[config.mk]
export PLATFORM = sky130hd
export DESIGN_NAME = ipd_decoder
export DESIGN_NICKNAME = d
export VERILOG_FILES = /design/src/verilog/ipd_opclass_rom.v /design/src/verilog/ipd_decoder.v
export VERILOG_INCLUDE_DIRS = /design/src /design/src/shared
export SDC_FILE = /design/constraint.sdc
export NUM_CORES = 1
export LEC_CHECK = 0
export ABC_AREA = 1
export BUFFER_PORTS_ARGS = -buffer_cell sky130_fd_sc_hd__buf_2
export CORE_MARGIN = 1.5
export CORE_UTILIZATION = 50
export CTS_CLUSTER_DIAMETER = 30
export CTS_CLUSTER_SIZE = 14
export DETAILED_ROUTE_END_ITERATION = 10
export GPL_ROUTABILITY_DRIVEN = 0
export PLACE_DENSITY_LB_ADDON = 0.25
export SLEW_MARGIN = 30
export SYNTH_ARGS = -nofsm -noshare
export SYNTH_HDL_FRONTEND = slang
export SYNTH_SLANG_ARGS = --single-unit
[constraint.sdc]
create_clock -name core_clk_in -period 7.6 [get_ports core_clk_in]
set_input_delay 0.76 -clock core_clk_in [delete_from_list [all_inputs] [get_ports core_clk_in]]
set_output_delay 0.76 -clock core_clk_in [all_outputs]
set_load 0.01 [all_outputs]
[src/shared/ipd_defines.vh]
// Constants for the indexed postbyte decoder
`ifndef IPD_DEFINES_VH
`define IPD_DEFINES_VH
`define IPD_PAGE2_PREFIX     8'h18
`define IPD_BASE_X           2'h0
`define IPD_BASE_Y           2'h1
`define IPD_BASE_SP          2'h2
`define IPD_BASE_PC          2'h3
`define IPD_ACC_A            2'h0
`define IPD_ACC_B            2'h1
`define IPD_ACC_D            2'h2
`define IPD_ACC_DIND         2'h3
`define IPD_PB_CONST5_BIT    5
`define IPD_PB_LONG_TOP      3'h7
`define IPD_PB_RR_HI         7
`define IPD_PB_RR_LO         6
`define IPD_PB_LRR_HI        4
`define IPD_PB_LRR_LO        3
`define IPD_PB_KIND_BIT      2
`define IPD_PB_Z_BIT         1
`define IPD_PB_S_BIT         0
`define IPD_PB_P_BIT         4
`define IPD_PB_N4_SIGN       3
// Offset kinds reported to the address datapath
`define IPD_KIND_CONST5      3'h0
`define IPD_KIND_CONST9      3'h1
`define IPD_KIND_CONST16     3'h2
`define IPD_KIND_IND16       3'h3
`define IPD_KIND_AUTO        3'h4
`define IPD_KIND_ACC         3'h5
`define IPD_KIND_DIND        3'h6
`define IPD_KIND_ILLEGAL     3'h7
// Opcode classes from the classifier
`define IPD_CLS_NONE         2'h0
`define IPD_CLS_INDEXED      2'h1
`define IPD_CLS_POSTBYTE     2'h2
`define IPD_CLS_EXT          2'h3
`endif

[src/verilog/ipd_opclass_rom.v]
// Registered opcode class lookup for both opcode pages
`include "ipd_defines.vh"
module ipd_opclass_rom (
    input  wire       core_clk_in,     // Core clock
    input  wire       reset_in,        // Async reset, active high
    input  wire       clk_en_in,       // Clock enable
    input  wire       page2_in,        // Second page select
    input  wire [7:0] opcode_in,       // Opcode byte
    output reg  [1:0] class_out,       // Registered opcode class
    output reg  [1:0] ext_count_out    // Registered extension byte count
);
    reg [1:0] cls_d;
    reg [1:0] cnt_d;
    // Class decode: indexed columns, postbyte and extended forms
    always @* begin
        cls_d = `IPD_CLS_NONE;
        cnt_d = 2'h0;
        if (opcode_in[7:4] == 4'hA || opcode_in[7:4] == 4'hE ||
            (!page2_in && opcode_in[7:4] == 4'h6)) begin
            cls_d = `IPD_CLS_INDEXED;
        end else if (!page2_in && (opcode_in == 8'hB7 || opcode_in == 8'h04)) begin
            cls_d = `IPD_CLS_POSTBYTE;
            cnt_d = (opcode_in == 8'h04) ? 2'h1 : 2'h0;
        end else if (opcode_in[7:4] == 4'hB || opcode_in[7:4] == 4'hF) begin
            cls_d = `IPD_CLS_EXT;
            cnt_d = 2'h2;
        end else if (opcode_in[7:4] == 4'h9 || opcode_in[7:4] == 4'hD ||
                     opcode_in[7:4] == 4'h8 || opcode_in[7:4] == 4'hC) begin
            cls_d = `IPD_CLS_EXT;
            cnt_d = 2'h1;
        end
    end
    // Output register
    always @(posedge core_clk_in or posedge reset_in) begin
        if (reset_in) begin
            class_out     <= `IPD_CLS_NONE;
            ext_count_out <= 2'h0;
        end else if (clk_en_in) begin
            class_out     <= cls_d;
            ext_count_out <= cnt_d;
        end
    end
endmodule

[src/verilog/ipd_decoder.v]
// Indexed postbyte decoder with effective address and auto-modify
`include "ipd_defines.vh"
module ipd_decoder (
    input  wire        core_clk_in,         // Core clock, 50 MHz
    input  wire        reset_in,            // Async reset, active high
    input  wire        clk_en_in,           // Clock enable, freezes all state
    input  wire        byte_valid_in,       // Instruction byte presented
    input  wire [7:0]  byte_in,             // Instruction stream byte
    input  wire [15:0] reg_x_in,            // Index register X
    input  wire [15:0] reg_y_in,            // Index register Y
    input  wire [15:0] reg_sp_in,           // Stack pointer
    input  wire [15:0] reg_pc_in,           // Program counter
    input  wire [7:0]  acc_a_in,            // Accumulator A
    input  wire [7:0]  acc_b_in,            // Accumulator B
    output reg         byte_ready_out,      // Decoder can take a byte
    output reg         done_out,            // Decode complete pulse
    output reg         page2_out,           // Opcode from second page
    output reg  [7:0]  opcode_out,          // Decoded opcode
    output reg  [1:0]  opclass_out,         // Opcode class
    output reg  [7:0]  indexed_postbyte_out,// Captured postbyte
    output reg  [15:0] ext_field_out,       // Assembled extension field
    output reg  [2:0]  offset_kind_out,     // Offset kind
    output reg  [1:0]  base_register_select_out, // Base register
    output reg  [15:0] eff_addr_out,        // Effective address
    output reg         indirect_out,        // Fetch pointer at eff_addr
    output reg         wb_en_out,           // Write back base register
    output reg  [15:0] wb_value_out,        // Adjusted base value
    output reg         illegal_out          // Invalid postbyte form
);
    localparam [4:0] ST_OPCODE = 5'h01;
    localparam [4:0] ST_CLASS  = 5'h02;
    localparam [4:0] ST_POST   = 5'h04;
    localparam [4:0] ST_EXT    = 5'h08;
    localparam [4:0] ST_DONE   = 5'h10;

    reg  [4:0]  state_q;
    reg  [4:0]  state_d;
    reg         page2_q;
    reg  [7:0]  opcode_q;
    reg  [7:0]  post_q;
    reg  [15:0] ext_q;
    reg  [1:0]  need_q;
    reg         has_post_q;
    wire [1:0]  rom_class;
    wire [1:0]  rom_count;
    wire        take_c;

    // A byte counts only when offered and accepted
    assign take_c = byte_valid_in && byte_ready_out;

    // Opcode class lookup, page aware
    ipd_opclass_rom u_rom (
        .core_clk_in   (core_clk_in),
        .reset_in      (reset_in),
        .clk_en_in     (clk_en_in),
        .page2_in      (page2_q),
        .opcode_in     (byte_in),
        .class_out     (rom_class),
        .ext_count_out (rom_count)
    );

    // Extension bytes implied by an indexed postbyte
    function [1:0] ipd_post_ext;
        input [7:0] pb;
        begin
            if (pb[7:5] == `IPD_PB_LONG_TOP && !pb[`IPD_PB_KIND_BIT]) begin
                ipd_post_ext = pb[`IPD_PB_Z_BIT] ? 2'h2 : 2'h1;
            end else begin
                ipd_post_ext = 2'h0;
            end
        end
    endfunction

    // Base register value from the two-bit field
    function [15:0] ipd_base;
        input [1:0]  sel;
        input [15:0] x;
        input [15:0] y;
        input [15:0] sp;
        input [15:0] pc;
        begin
            case (sel)
                `IPD_BASE_X:  ipd_base = x;
                `IPD_BASE_Y:  ipd_base = y;
                `IPD_BASE_SP: ipd_base = sp;
                default:      ipd_base = pc;
            endcase
        end
    endfunction

    // Next state of the byte sequencer
    always @* begin
        state_d = state_q;
        case (state_q)
            ST_OPCODE: if (take_c && (byte_in != `IPD_PAGE2_PREFIX || page2_q)) begin
                state_d = ST_CLASS;
            end
            ST_CLASS: begin
                if (rom_class == `IPD_CLS_INDEXED || rom_class == `IPD_CLS_POSTBYTE) begin
                    state_d = ST_POST;
                end else if (rom_count != 2'h0) begin
                    state_d = ST_EXT;
                end else begin
                    state_d = ST_DONE;
                end
            end
            ST_POST: if (take_c) begin
                if (opclass_out == `IPD_CLS_INDEXED && ipd_post_ext(byte_in) != 2'h0) begin
                    state_d = ST_EXT;
                end else if (opclass_out == `IPD_CLS_POSTBYTE && need_q != 2'h0) begin
                    state_d = ST_EXT;
                end else begin
                    state_d = ST_DONE;
                end
            end
            ST_EXT: if (take_c && need_q == 2'h1) begin
                state_d = ST_DONE;
            end
            ST_DONE: state_d = ST_OPCODE;
            default: state_d = ST_OPCODE;
        endcase
    end

    // Byte capture and sequencing
    always @(posedge core_clk_in or posedge reset_in) begin
        if (reset_in) begin
            state_q     <= ST_OPCODE;
            page2_q     <= 1'b0;
            opcode_q    <= 8'h00;
            post_q      <= 8'h00;
            ext_q       <= 16'h0000;
            need_q      <= 2'h0;
            has_post_q  <= 1'b0;
            opclass_out <= `IPD_CLS_NONE;
        end else if (clk_en_in) begin
            state_q <= state_d;
            case (state_q)
                ST_OPCODE: if (take_c) begin
                    if (byte_in == `IPD_PAGE2_PREFIX && !page2_q) begin
                        page2_q <= 1'b1;
                    end else begin
                        opcode_q   <= byte_in;
                        ext_q      <= 16'h0000;
                        has_post_q <= 1'b0;
                    end
                end
                ST_CLASS: begin
                    opclass_out <= rom_class;
                    need_q      <= rom_count;
                end
                ST_POST: if (take_c) begin
                    post_q     <= byte_in;
                    has_post_q <= 1'b1;
                    if (opclass_out == `IPD_CLS_INDEXED) begin
                        need_q <= ipd_post_ext(byte_in);
                    end
                end
                ST_EXT: if (take_c) begin
                    ext_q  <= {ext_q[7:0], byte_in};
                    need_q <= need_q - 2'h1;
                end
                ST_DONE: page2_q <= 1'b0;
                default: page2_q <= 1'b0;
            endcase
        end
    end

    // Postbyte fields and effective address formation
    reg  [2:0]  kind_c;
    reg  [1:0]  base_c;
    reg  [15:0] off_c;
    reg  [15:0] base_v;
    reg  [15:0] adj_v;
    reg         ind_c;
    reg         wb_c;
    reg         ill_c;
    always @* begin
        kind_c = `IPD_KIND_CONST5;
        base_c = post_q[`IPD_PB_RR_HI:`IPD_PB_RR_LO];
        off_c  = 16'h0000;
        ind_c  = 1'b0;
        wb_c   = 1'b0;
        ill_c  = 1'b0;
        if (post_q[7:5] == `IPD_PB_LONG_TOP) begin
            base_c = post_q[`IPD_PB_LRR_HI:`IPD_PB_LRR_LO];
        end
        base_v = ipd_base(base_c, reg_x_in, reg_y_in, reg_sp_in, reg_pc_in);
        if (!post_q[`IPD_PB_CONST5_BIT]) begin
            kind_c = `IPD_KIND_CONST5;
            off_c  = {{11{post_q[4]}}, post_q[4:0]};
        end else if (post_q[7:5] != `IPD_PB_LONG_TOP) begin
            kind_c = `IPD_KIND_AUTO;
            off_c  = post_q[`IPD_PB_N4_SIGN] ? {{12{1'b1}}, post_q[3:0]}
                                             : {12'h000, post_q[3:0]} + 16'h0001;
            wb_c   = (base_c != `IPD_BASE_PC);
            ill_c  = (base_c == `IPD_BASE_PC);
        end else if (!post_q[`IPD_PB_KIND_BIT]) begin
            if (!post_q[`IPD_PB_Z_BIT]) begin
                kind_c = `IPD_KIND_CONST9;
                off_c  = {{8{post_q[`IPD_PB_S_BIT]}}, ext_q[7:0]};
            end else begin
                kind_c = post_q[`IPD_PB_S_BIT] ? `IPD_KIND_IND16 : `IPD_KIND_CONST16;
                off_c  = ext_q;
                ind_c  = post_q[`IPD_PB_S_BIT];
            end
        end else begin
            case (post_q[1:0])
                `IPD_ACC_A: off_c = {8'h00, acc_a_in};
                `IPD_ACC_B: off_c = {8'h00, acc_b_in};
                default:    off_c = {acc_a_in, acc_b_in};
            endcase
            kind_c = (post_q[1:0] == `IPD_ACC_DIND) ? `IPD_KIND_DIND : `IPD_KIND_ACC;
            ind_c  = (post_q[1:0] == `IPD_ACC_DIND);
        end
        adj_v = base_v + off_c;
    end

    // Registered outputs
    always @(posedge core_clk_in or posedge reset_in) begin
        if (reset_in) begin
            byte_ready_out           <= 1'b0;
            done_out                 <= 1'b0;
            page2_out                <= 1'b0;
            opcode_out               <= 8'h00;
            indexed_postbyte_out     <= 8'h00;
            ext_field_out            <= 16'h0000;
            offset_kind_out          <= `IPD_KIND_CONST5;
            base_register_select_out <= `IPD_BASE_X;
            eff_addr_out             <= 16'h0000;
            indirect_out             <= 1'b0;
            wb_en_out                <= 1'b0;
            wb_value_out             <= 16'h0000;
            illegal_out              <= 1'b0;
        end else if (clk_en_in) begin
            byte_ready_out <= (state_d == ST_OPCODE) || (state_d == ST_POST) ||
                              (state_d == ST_EXT);
            done_out       <= (state_q == ST_DONE);
            if (state_q == ST_DONE) begin
                page2_out            <= page2_q;
                opcode_out           <= opcode_q;
                indexed_postbyte_out <= post_q;
                ext_field_out        <= ext_q;
                if (opclass_out == `IPD_CLS_INDEXED && has_post_q) begin
                    offset_kind_out          <= ill_c ? `IPD_KIND_ILLEGAL : kind_c;
                    base_register_select_out <= base_c;
                    indirect_out             <= ind_c;
                    wb_en_out                <= wb_c;
                    wb_value_out             <= adj_v;
                    illegal_out              <= ill_c;
                    // Post-modify addresses with the original base
                    if (kind_c == `IPD_KIND_AUTO && post_q[`IPD_PB_P_BIT]) begin
                        eff_addr_out <= base_v;
                    end else begin
                        eff_addr_out <= adj_v;
                    end
                end else begin
                    offset_kind_out <= `IPD_KIND_CONST5;
                    indirect_out    <= 1'b0;
                    wb_en_out       <= 1'b0;
                    illegal_out     <= 1'b0;
                    eff_addr_out    <= ext_q;
                end
            end
        end
    end
endmodule

* Word-level counts from Yosys, hierarchy flattened
Index checks and enable logic that the tools add are counted.
** Operators by class
- $lt $le $gt $ge :: 0
- Multiplexer cells :: 65
- Multipliers :: 0
- Shifts and indexed selects :: 0
- Reduce and logical (&&, ||, !) cells :: 42
- Bitwise operators :: 2
- Equality and inequality tests :: 42
- Div/mod/pow operators :: 0
- Add/sub/neg operators :: 3
** Operators by type and width (count)
- $mux W16 :: 10
- $pmux W16 S2 :: 2
- $pmux W16 S3 :: 1
- $mux W5 :: 7
- $mux W2 :: 17
- $eq A4 B4 Y1 const B :: 8
- $pmux W5 S4 :: 1
- $mux W1 :: 19
- $add A16 B16 Y16 :: 1
- $mux W3 :: 5
- $reduce_and A5 Y1 :: 3
- $ne A2 B2 Y1 const B :: 7
- $logic_and A1 B1 Y1 :: 11
- $logic_or A1 B1 Y1 :: 11
- $eq A2 B1 Y1 const B :: 5
- $eq A2 B2 Y1 const B :: 5
- $eq A5 B1 Y1 const B :: 2
- $eq A5 B3 Y1 const B :: 2
- $eq A5 B4 Y1 const B :: 2
- $reduce_bool A2 Y1 :: 5
- $eq A3 B3 Y1 const B :: 3
- $eq A8 B3 Y1 const B :: 1
- $eq A8 B5 Y1 const B :: 1
- $eq A8 B8 Y1 const B :: 1
- other kinds (17) :: 24
** Word-level totals
- Logic and storage cells :: 177
- Bits in latches :: 0
- Bits in read-only memories :: 0
- Bits in registers :: 122
- Input bits :: 92
- Output and inout bits :: 77
- Memories kept :: 0
- Bits in writable memories :: 0

* Logic depth before layout (Yosys ltp)
- Word-level depth :: 13
- Gate-level depth with buffers :: 23
- Depth with buffers taken out :: 22

* By module
A second synthesis with hierarchy kept.
** Unflattened totals
- Cells, all modules :: 1032
- Area total of the unflattened synthesis :: 7523.5 sq um
** Modules (own cells, without submodules)
- ipd_decoder :: cells each 974, times used 1, sequential area each 2954.1 sq um, area an instance 7198.2 sq um
- ipd_opclass_rom :: cells each 58, times used 1, sequential area each 100.1 sq um, area an instance 325.3 sq um

* Worst setup path after synthesis
OpenSTA, ideal clock, no wires.
- Kind :: reg-to-reg
- From :: register post_q[0]
- To :: register eff_addr_out[8]
- Cell stages (with the launch flop) :: 21
- Path slack :: 4.146 ns
- Data required time :: 7.535 ns
- Period minus slack after synthesis :: 3.454 ns
- Data arrival time :: 3.389 ns
- Library setup time :: 0.065 ns
- Buffers on the path :: 2
- Path through :: dfrtp_1 inv_1 ha_1 clkbuf_1 inv_1 or2_2 clkbuf_1 nand2_1 a21oi_1 a211oi_1 nor3_1 ha_1 fa_1 nand3_1 nand2_1 a21boi_0 o21ai_0 or2_2 nand3_1 nand2_1 nand2_1
** Between the ends
- Cells in the longest elaborated chain, start to end :: 9
- Elaborated cells on any way between the ends :: 21
- Classes of those cells :: 2 x add/sub; 3 x eq/ne; 14 x mux; 2 x reduce/logical
** RTL lines
- start: declaration :: RTL line ipd_decoder.v:40 : reg [7:0] post_q;
- start signal: assignment :: RTL line ipd_decoder.v:152 : post_q <= byte_in;
- branches (longest 7 deep; another with $add A16 B16 Y16)
- $mux W16 (*) :: RTL line ipd_decoder.v:251 : if (kind_c == `IPD_KIND_AUTO && post_q[`IPD_PB_P_BIT]) begin
- $mux W16 (*) :: RTL line ipd_decoder.v:243 : if (opclass_out == `IPD_CLS_INDEXED && has_post_q) begin
- end signal: assignment :: RTL line ipd_decoder.v:252 : eff_addr_out <= base_v;
- end signal: assignment :: RTL line ipd_decoder.v:254 : eff_addr_out <= adj_v;
- end signal: assignment :: RTL line ipd_decoder.v:261 : eff_addr_out <= ext_q;
- end: declaration :: RTL line ipd_decoder.v:24 : output reg [15:0] eff_addr_out,
Every way passes the cells marked *.
A chain may end at the register's enable or synchronous reset.

* Worst setup path in the final report
- From :: register post_q[5]
- To :: register eff_addr_out[8]
** Between the ends
- Cells in the longest elaborated chain, start to end :: 7
- Elaborated cells on any way between the ends :: 16
- Classes of those cells :: 1 x add/sub; 5 x eq/ne; 8 x mux; 2 x reduce/logical
** RTL lines
- $eq A3 B3 Y1 (no source line) or $ne A3 B3 Y1 (tied branches)
- $mux W2 or $mux W3 (tied branches) :: RTL line ipd_decoder.v:184, ipd_decoder.v:191
- $eq A2 B2 Y1 (tied with other cells) :: RTL line ipd_decoder.v:82 : case (sel)
- $pmux W16 S3 or $eq A3 B3 Y1 (tied branches)
- $add A16 B16 Y16 or $logic_and A1 B1 Y1 (tied branches) :: RTL line ipd_decoder.v:215, ipd_decoder.v:251
- $mux W16 (*) :: RTL line ipd_decoder.v:251
- $mux W16 (*) :: RTL line ipd_decoder.v:243
Mark *: on every way between the ends. The rest lies on a longest branch, timed or not.

==> summary.txt <==
Outcome
  • Outcome: completed

Critical path
  • Worst Path Class, Setup: reg -> reg
  • Worst Path Max Fanout: 13
  • Crit start category: flip-flop
  • Max incr delay on CP: 0.63 ns
  • Cell mode on critical path: nand2_1
  • CP Capture Type: flip-flop
  • Req. time, crit path: 7.96 ns
  • Crit path DAT: 4.11 ns
  • Critical-path top delay cell: nor2_1
  • CP Cell Sequence: inv_1 > nor2_1 > inv_1 > a211oi_1 > nor3_1 > ha_1 > fa_1 > nand3_1 > nand2_1 > a21boi_0 > o21ai_0 > or2_2 > nand3_1 > nand2_1 > nand2_1

Routing
  • 1st-pass router iterations: 8
  • DRC: 0
  • Post-DRT Antenna Nets: 0
  • Iter 0 DRT Violations: 611
  • Avg WL per Cell: 16.4 µm
  • Via Count: 7,338
  • WL met2: 9790 µm
  • Highest metal used: met4
  • Vias per cell: 5.45
  • WL final: 22,100 µm
  • Metal3 WL: 2330 µm
  • DRT met1 WL: 9650 µm

Timing
  • Worst-Margin Slew: 0.804 ns
  • Max Freq: 0.266 GHz
  • TNS Setup: 0 ns
  • Final Cycle Share: 0.494
  • Worst Clk Skew: 0.00617 ns
  • Min Clock Period, post-route: 3.76 ns
  • Final Setup Violations: 0
  • RSZ-0062 raised after global routing: no
  • Worst slew margin: 0.464
  • Hold Slack: 0.463 ns
  • Max Slew Vio Count: 0
  • Hold Vio Cnt, Final: 0

Placed design
  • Dpl hpwl: 16,600 µm
  • Placed cell area: 8150 µm²
  • Port Buffers: 168

Synth
  • Asr flop ratio synth: 1.00
  • #FFs+latches synth: 122
  • Syn_area_per_cell: 7.20 µm²
  • Post-Synthesis Cells: 1,001
  • Number of enable flip-flop cells after synthesis: 0
  • Mapped cell area: 7210 µm²
  • Synthesized net count: 1,118
  • Ys Warns: 0
  • Cell variety after synth: 46
  • Sequential area share after synthesis: 0.423
  • Top FF cell, synth: dfrtp_1

Pwr
  • Combinational group share of total power: 0.213
  • Switching Fraction: 0.307
  • Leak: 4.93 nW
  • Net Sw Power: 0.000691 W
  • PwrDens: 256 nW/µm²
  • Maximum VDD drop: 0.000178 V
  • Sequential share of power: 0.397
  • Clock network fraction of total power: 0.389
  • P_int: 0.00156 W

Layout
  • Share of layout cells above drive strength 1: 0.189
  • Commonest non-fill, non-tap cell in the layout: nand2_1
  • Area growth syn-to-layout: 22.1%
  • Antenna Cells: 0
  • Final nets: 1,271
  • Commonest cells after routing, fill and taps aside: nand2_1, buf_2, inv_1
  • Design Area, Final: 8800 µm²

Floorplanning
  • Die height: 123 µm
  • Initial core utilization: 0.516
  • Core area: 14,000 µm²
  • Die Wd: 123 µm
  • Die area: 15,200 µm²
  • Num rows: 43
  • Top Ports: 169

Clock network
  • Max Root-Sink Buffers: 2
  • CTS sink count: 122
  • Gates resized, CTS repair: 0
  • Post-CTS setup buffer count: 0
  • Hold buffers post-CTS: 0
  • Clock transition at path regs: 0.05 ns
  • CTS tree: done
  • Num CTS Buffers: 17
  • Clock Latency Late Sink: 0.42 ns
  • H-tree Lvls: 4
  • Root buf cell: clkbuf_16

Global route
  • Largest net degree at the start of global routing: 68
  • First-pass GRT wire length: 34,400 µm
  • GRT Total Usage: 0.301
  • Initial antenna violation count: 0
  • Via count of the first global-routing pass: 6,667
  • Gr ovfl total: 0

Flow run
  • Max cap viols: 0

Hold path
  • Worst hold path type: reg -> reg
==> flip-flops by register name, indices dropped and copies added, names as in the netlist, 2 cells and up <==
signal	count
eff_addr_out	16
ext_field_out	16
ext_q	16
wb_value_out	16
indexed_postbyte_out	8
opcode_out	8
opcode_q	8
post_q	8
state_q	5
offset_kind_out	3
base_register_select_out	2
need_q	2
opclass_out	2
u_rom.class_out	2
u_rom.ext_count_out	2
==> synth_stat cells (all sizes together), types with 6 or more instances <==
| cell type | instances | area share |
|---|---|---|
| nand3 | 62 | 0.044 |
| ha | 24 | 0.042 |
| a31oi | 6 | 0.0052 |
| buf | 18 | 0.013 |
| o21ai | 120 | 0.083 |
| o31ai | 8 | 0.0083 |
| nand4 | 6 | 0.0052 |
| clkbuf | 21 | 0.011 |
| nand2 | 325 | 0.17 |
| a221oi | 8 | 0.0097 |
| o21bai | 7 | 0.0073 |
| nor3 | 11 | 0.0076 |
| dfrtp | 121 | 0.42 |
| nor2 | 55 | 0.029 |
| a21oi | 42 | 0.030 |
| inv | 129 | 0.067 |
==> cells by family (layout without fill, tap and decap cells) <==
| kind of cell | Yosys count | after routing | synth area share |
|---|---|---|---|
| buffers and inverters | 168 | 334 | 0.0909 |
| and+or+nand+nor | 468 | 468 | 0.266 |
| xor gates and xnor gates | 6 | 6 | 0.00729 |
| adders and majority gates | 25 | 25 | 0.0444 |
| DFF | 122 | 122 | 0.423 |
| AOI/OAI and AO/OA | 212 | 212 | 0.168 |
==> path summary, 6_finish.rpt <==
kind	start	endpoint	slack (ns)	cells after the start
max	post_q[5]	eff_addr_out[8]	3.84	15
min	illegal_out	illegal_out	0.46	2
max reg2reg	post_q[5]	eff_addr_out[8]	3.84	15
min reg2reg	illegal_out	illegal_out	0.46	2
max in group asynchronous	reset_in	eff_addr_out[11]	5.81	3
min in group asynchronous	reset_in	illegal_out	0.50	2
==> cell type report <==
cell class	instances	area (µm²)
Timing Repair Buffer	173	878
Fill cell	1262	5190
Tap cell	180	225
Clock inverter	10	164
Sequential cell	122	3050
Inverter	129	489
Clock buffer	22	484
Multi-Input combinational cell	711	3510
==> metal layers <==
layer / GRT usage / vias up
li1: - / 3562
met1: 0.425 / 3383
met2: 0.472 / 365
met3: 0.0678 / 28
met4: 0.0754 / 0
met5: 0 / -
==> per-stage QoR <==
step / utilization / power [W] / setup WS (ns) / cells
2_1_floorplan: - / 0.00116 / 3.60 / 1001
3_3_place_gp: 0.583 / 0.00136 / 4.03 / 1315
3_5_place_dp: 0.583 / 0.00137 / 3.95 / 1315
4_1_cts: 0.629 / 0.00225 / 3.93 / 1347
5_1_grt: 0.629 / 0.00237 / 3.49 / 1347
6_report: 0.629 / 0.00225 / 3.84 / 1347
==> power groups by stage <==
stage	Sequential, W	Combinational, W	Clock [W]
after global routing	0.000908	0.000545	0.000913
after detailed placement	0.000900	0.000473	0
after global placement	0.000898	0.000466	0
after CTS	0.000892	0.000481	0.000882
after floorplan	0.000916	0.000244	0
final	0.000895	0.000480	0.000877
==> critical path: cells and delay by family (launching register included) <==
| family | cells | cell delay, ns |
|---|---|---|
| buf+inv | 2 | 0.33 |
| fa+ha+maj | 2 | 0.67 |
| flops | 1 | 0.54 |
| simple gates | 8 | 1.41 |
| compound gates | 3 | 0.75 |
Note: power is estimated with default switching activity, not from simulation.
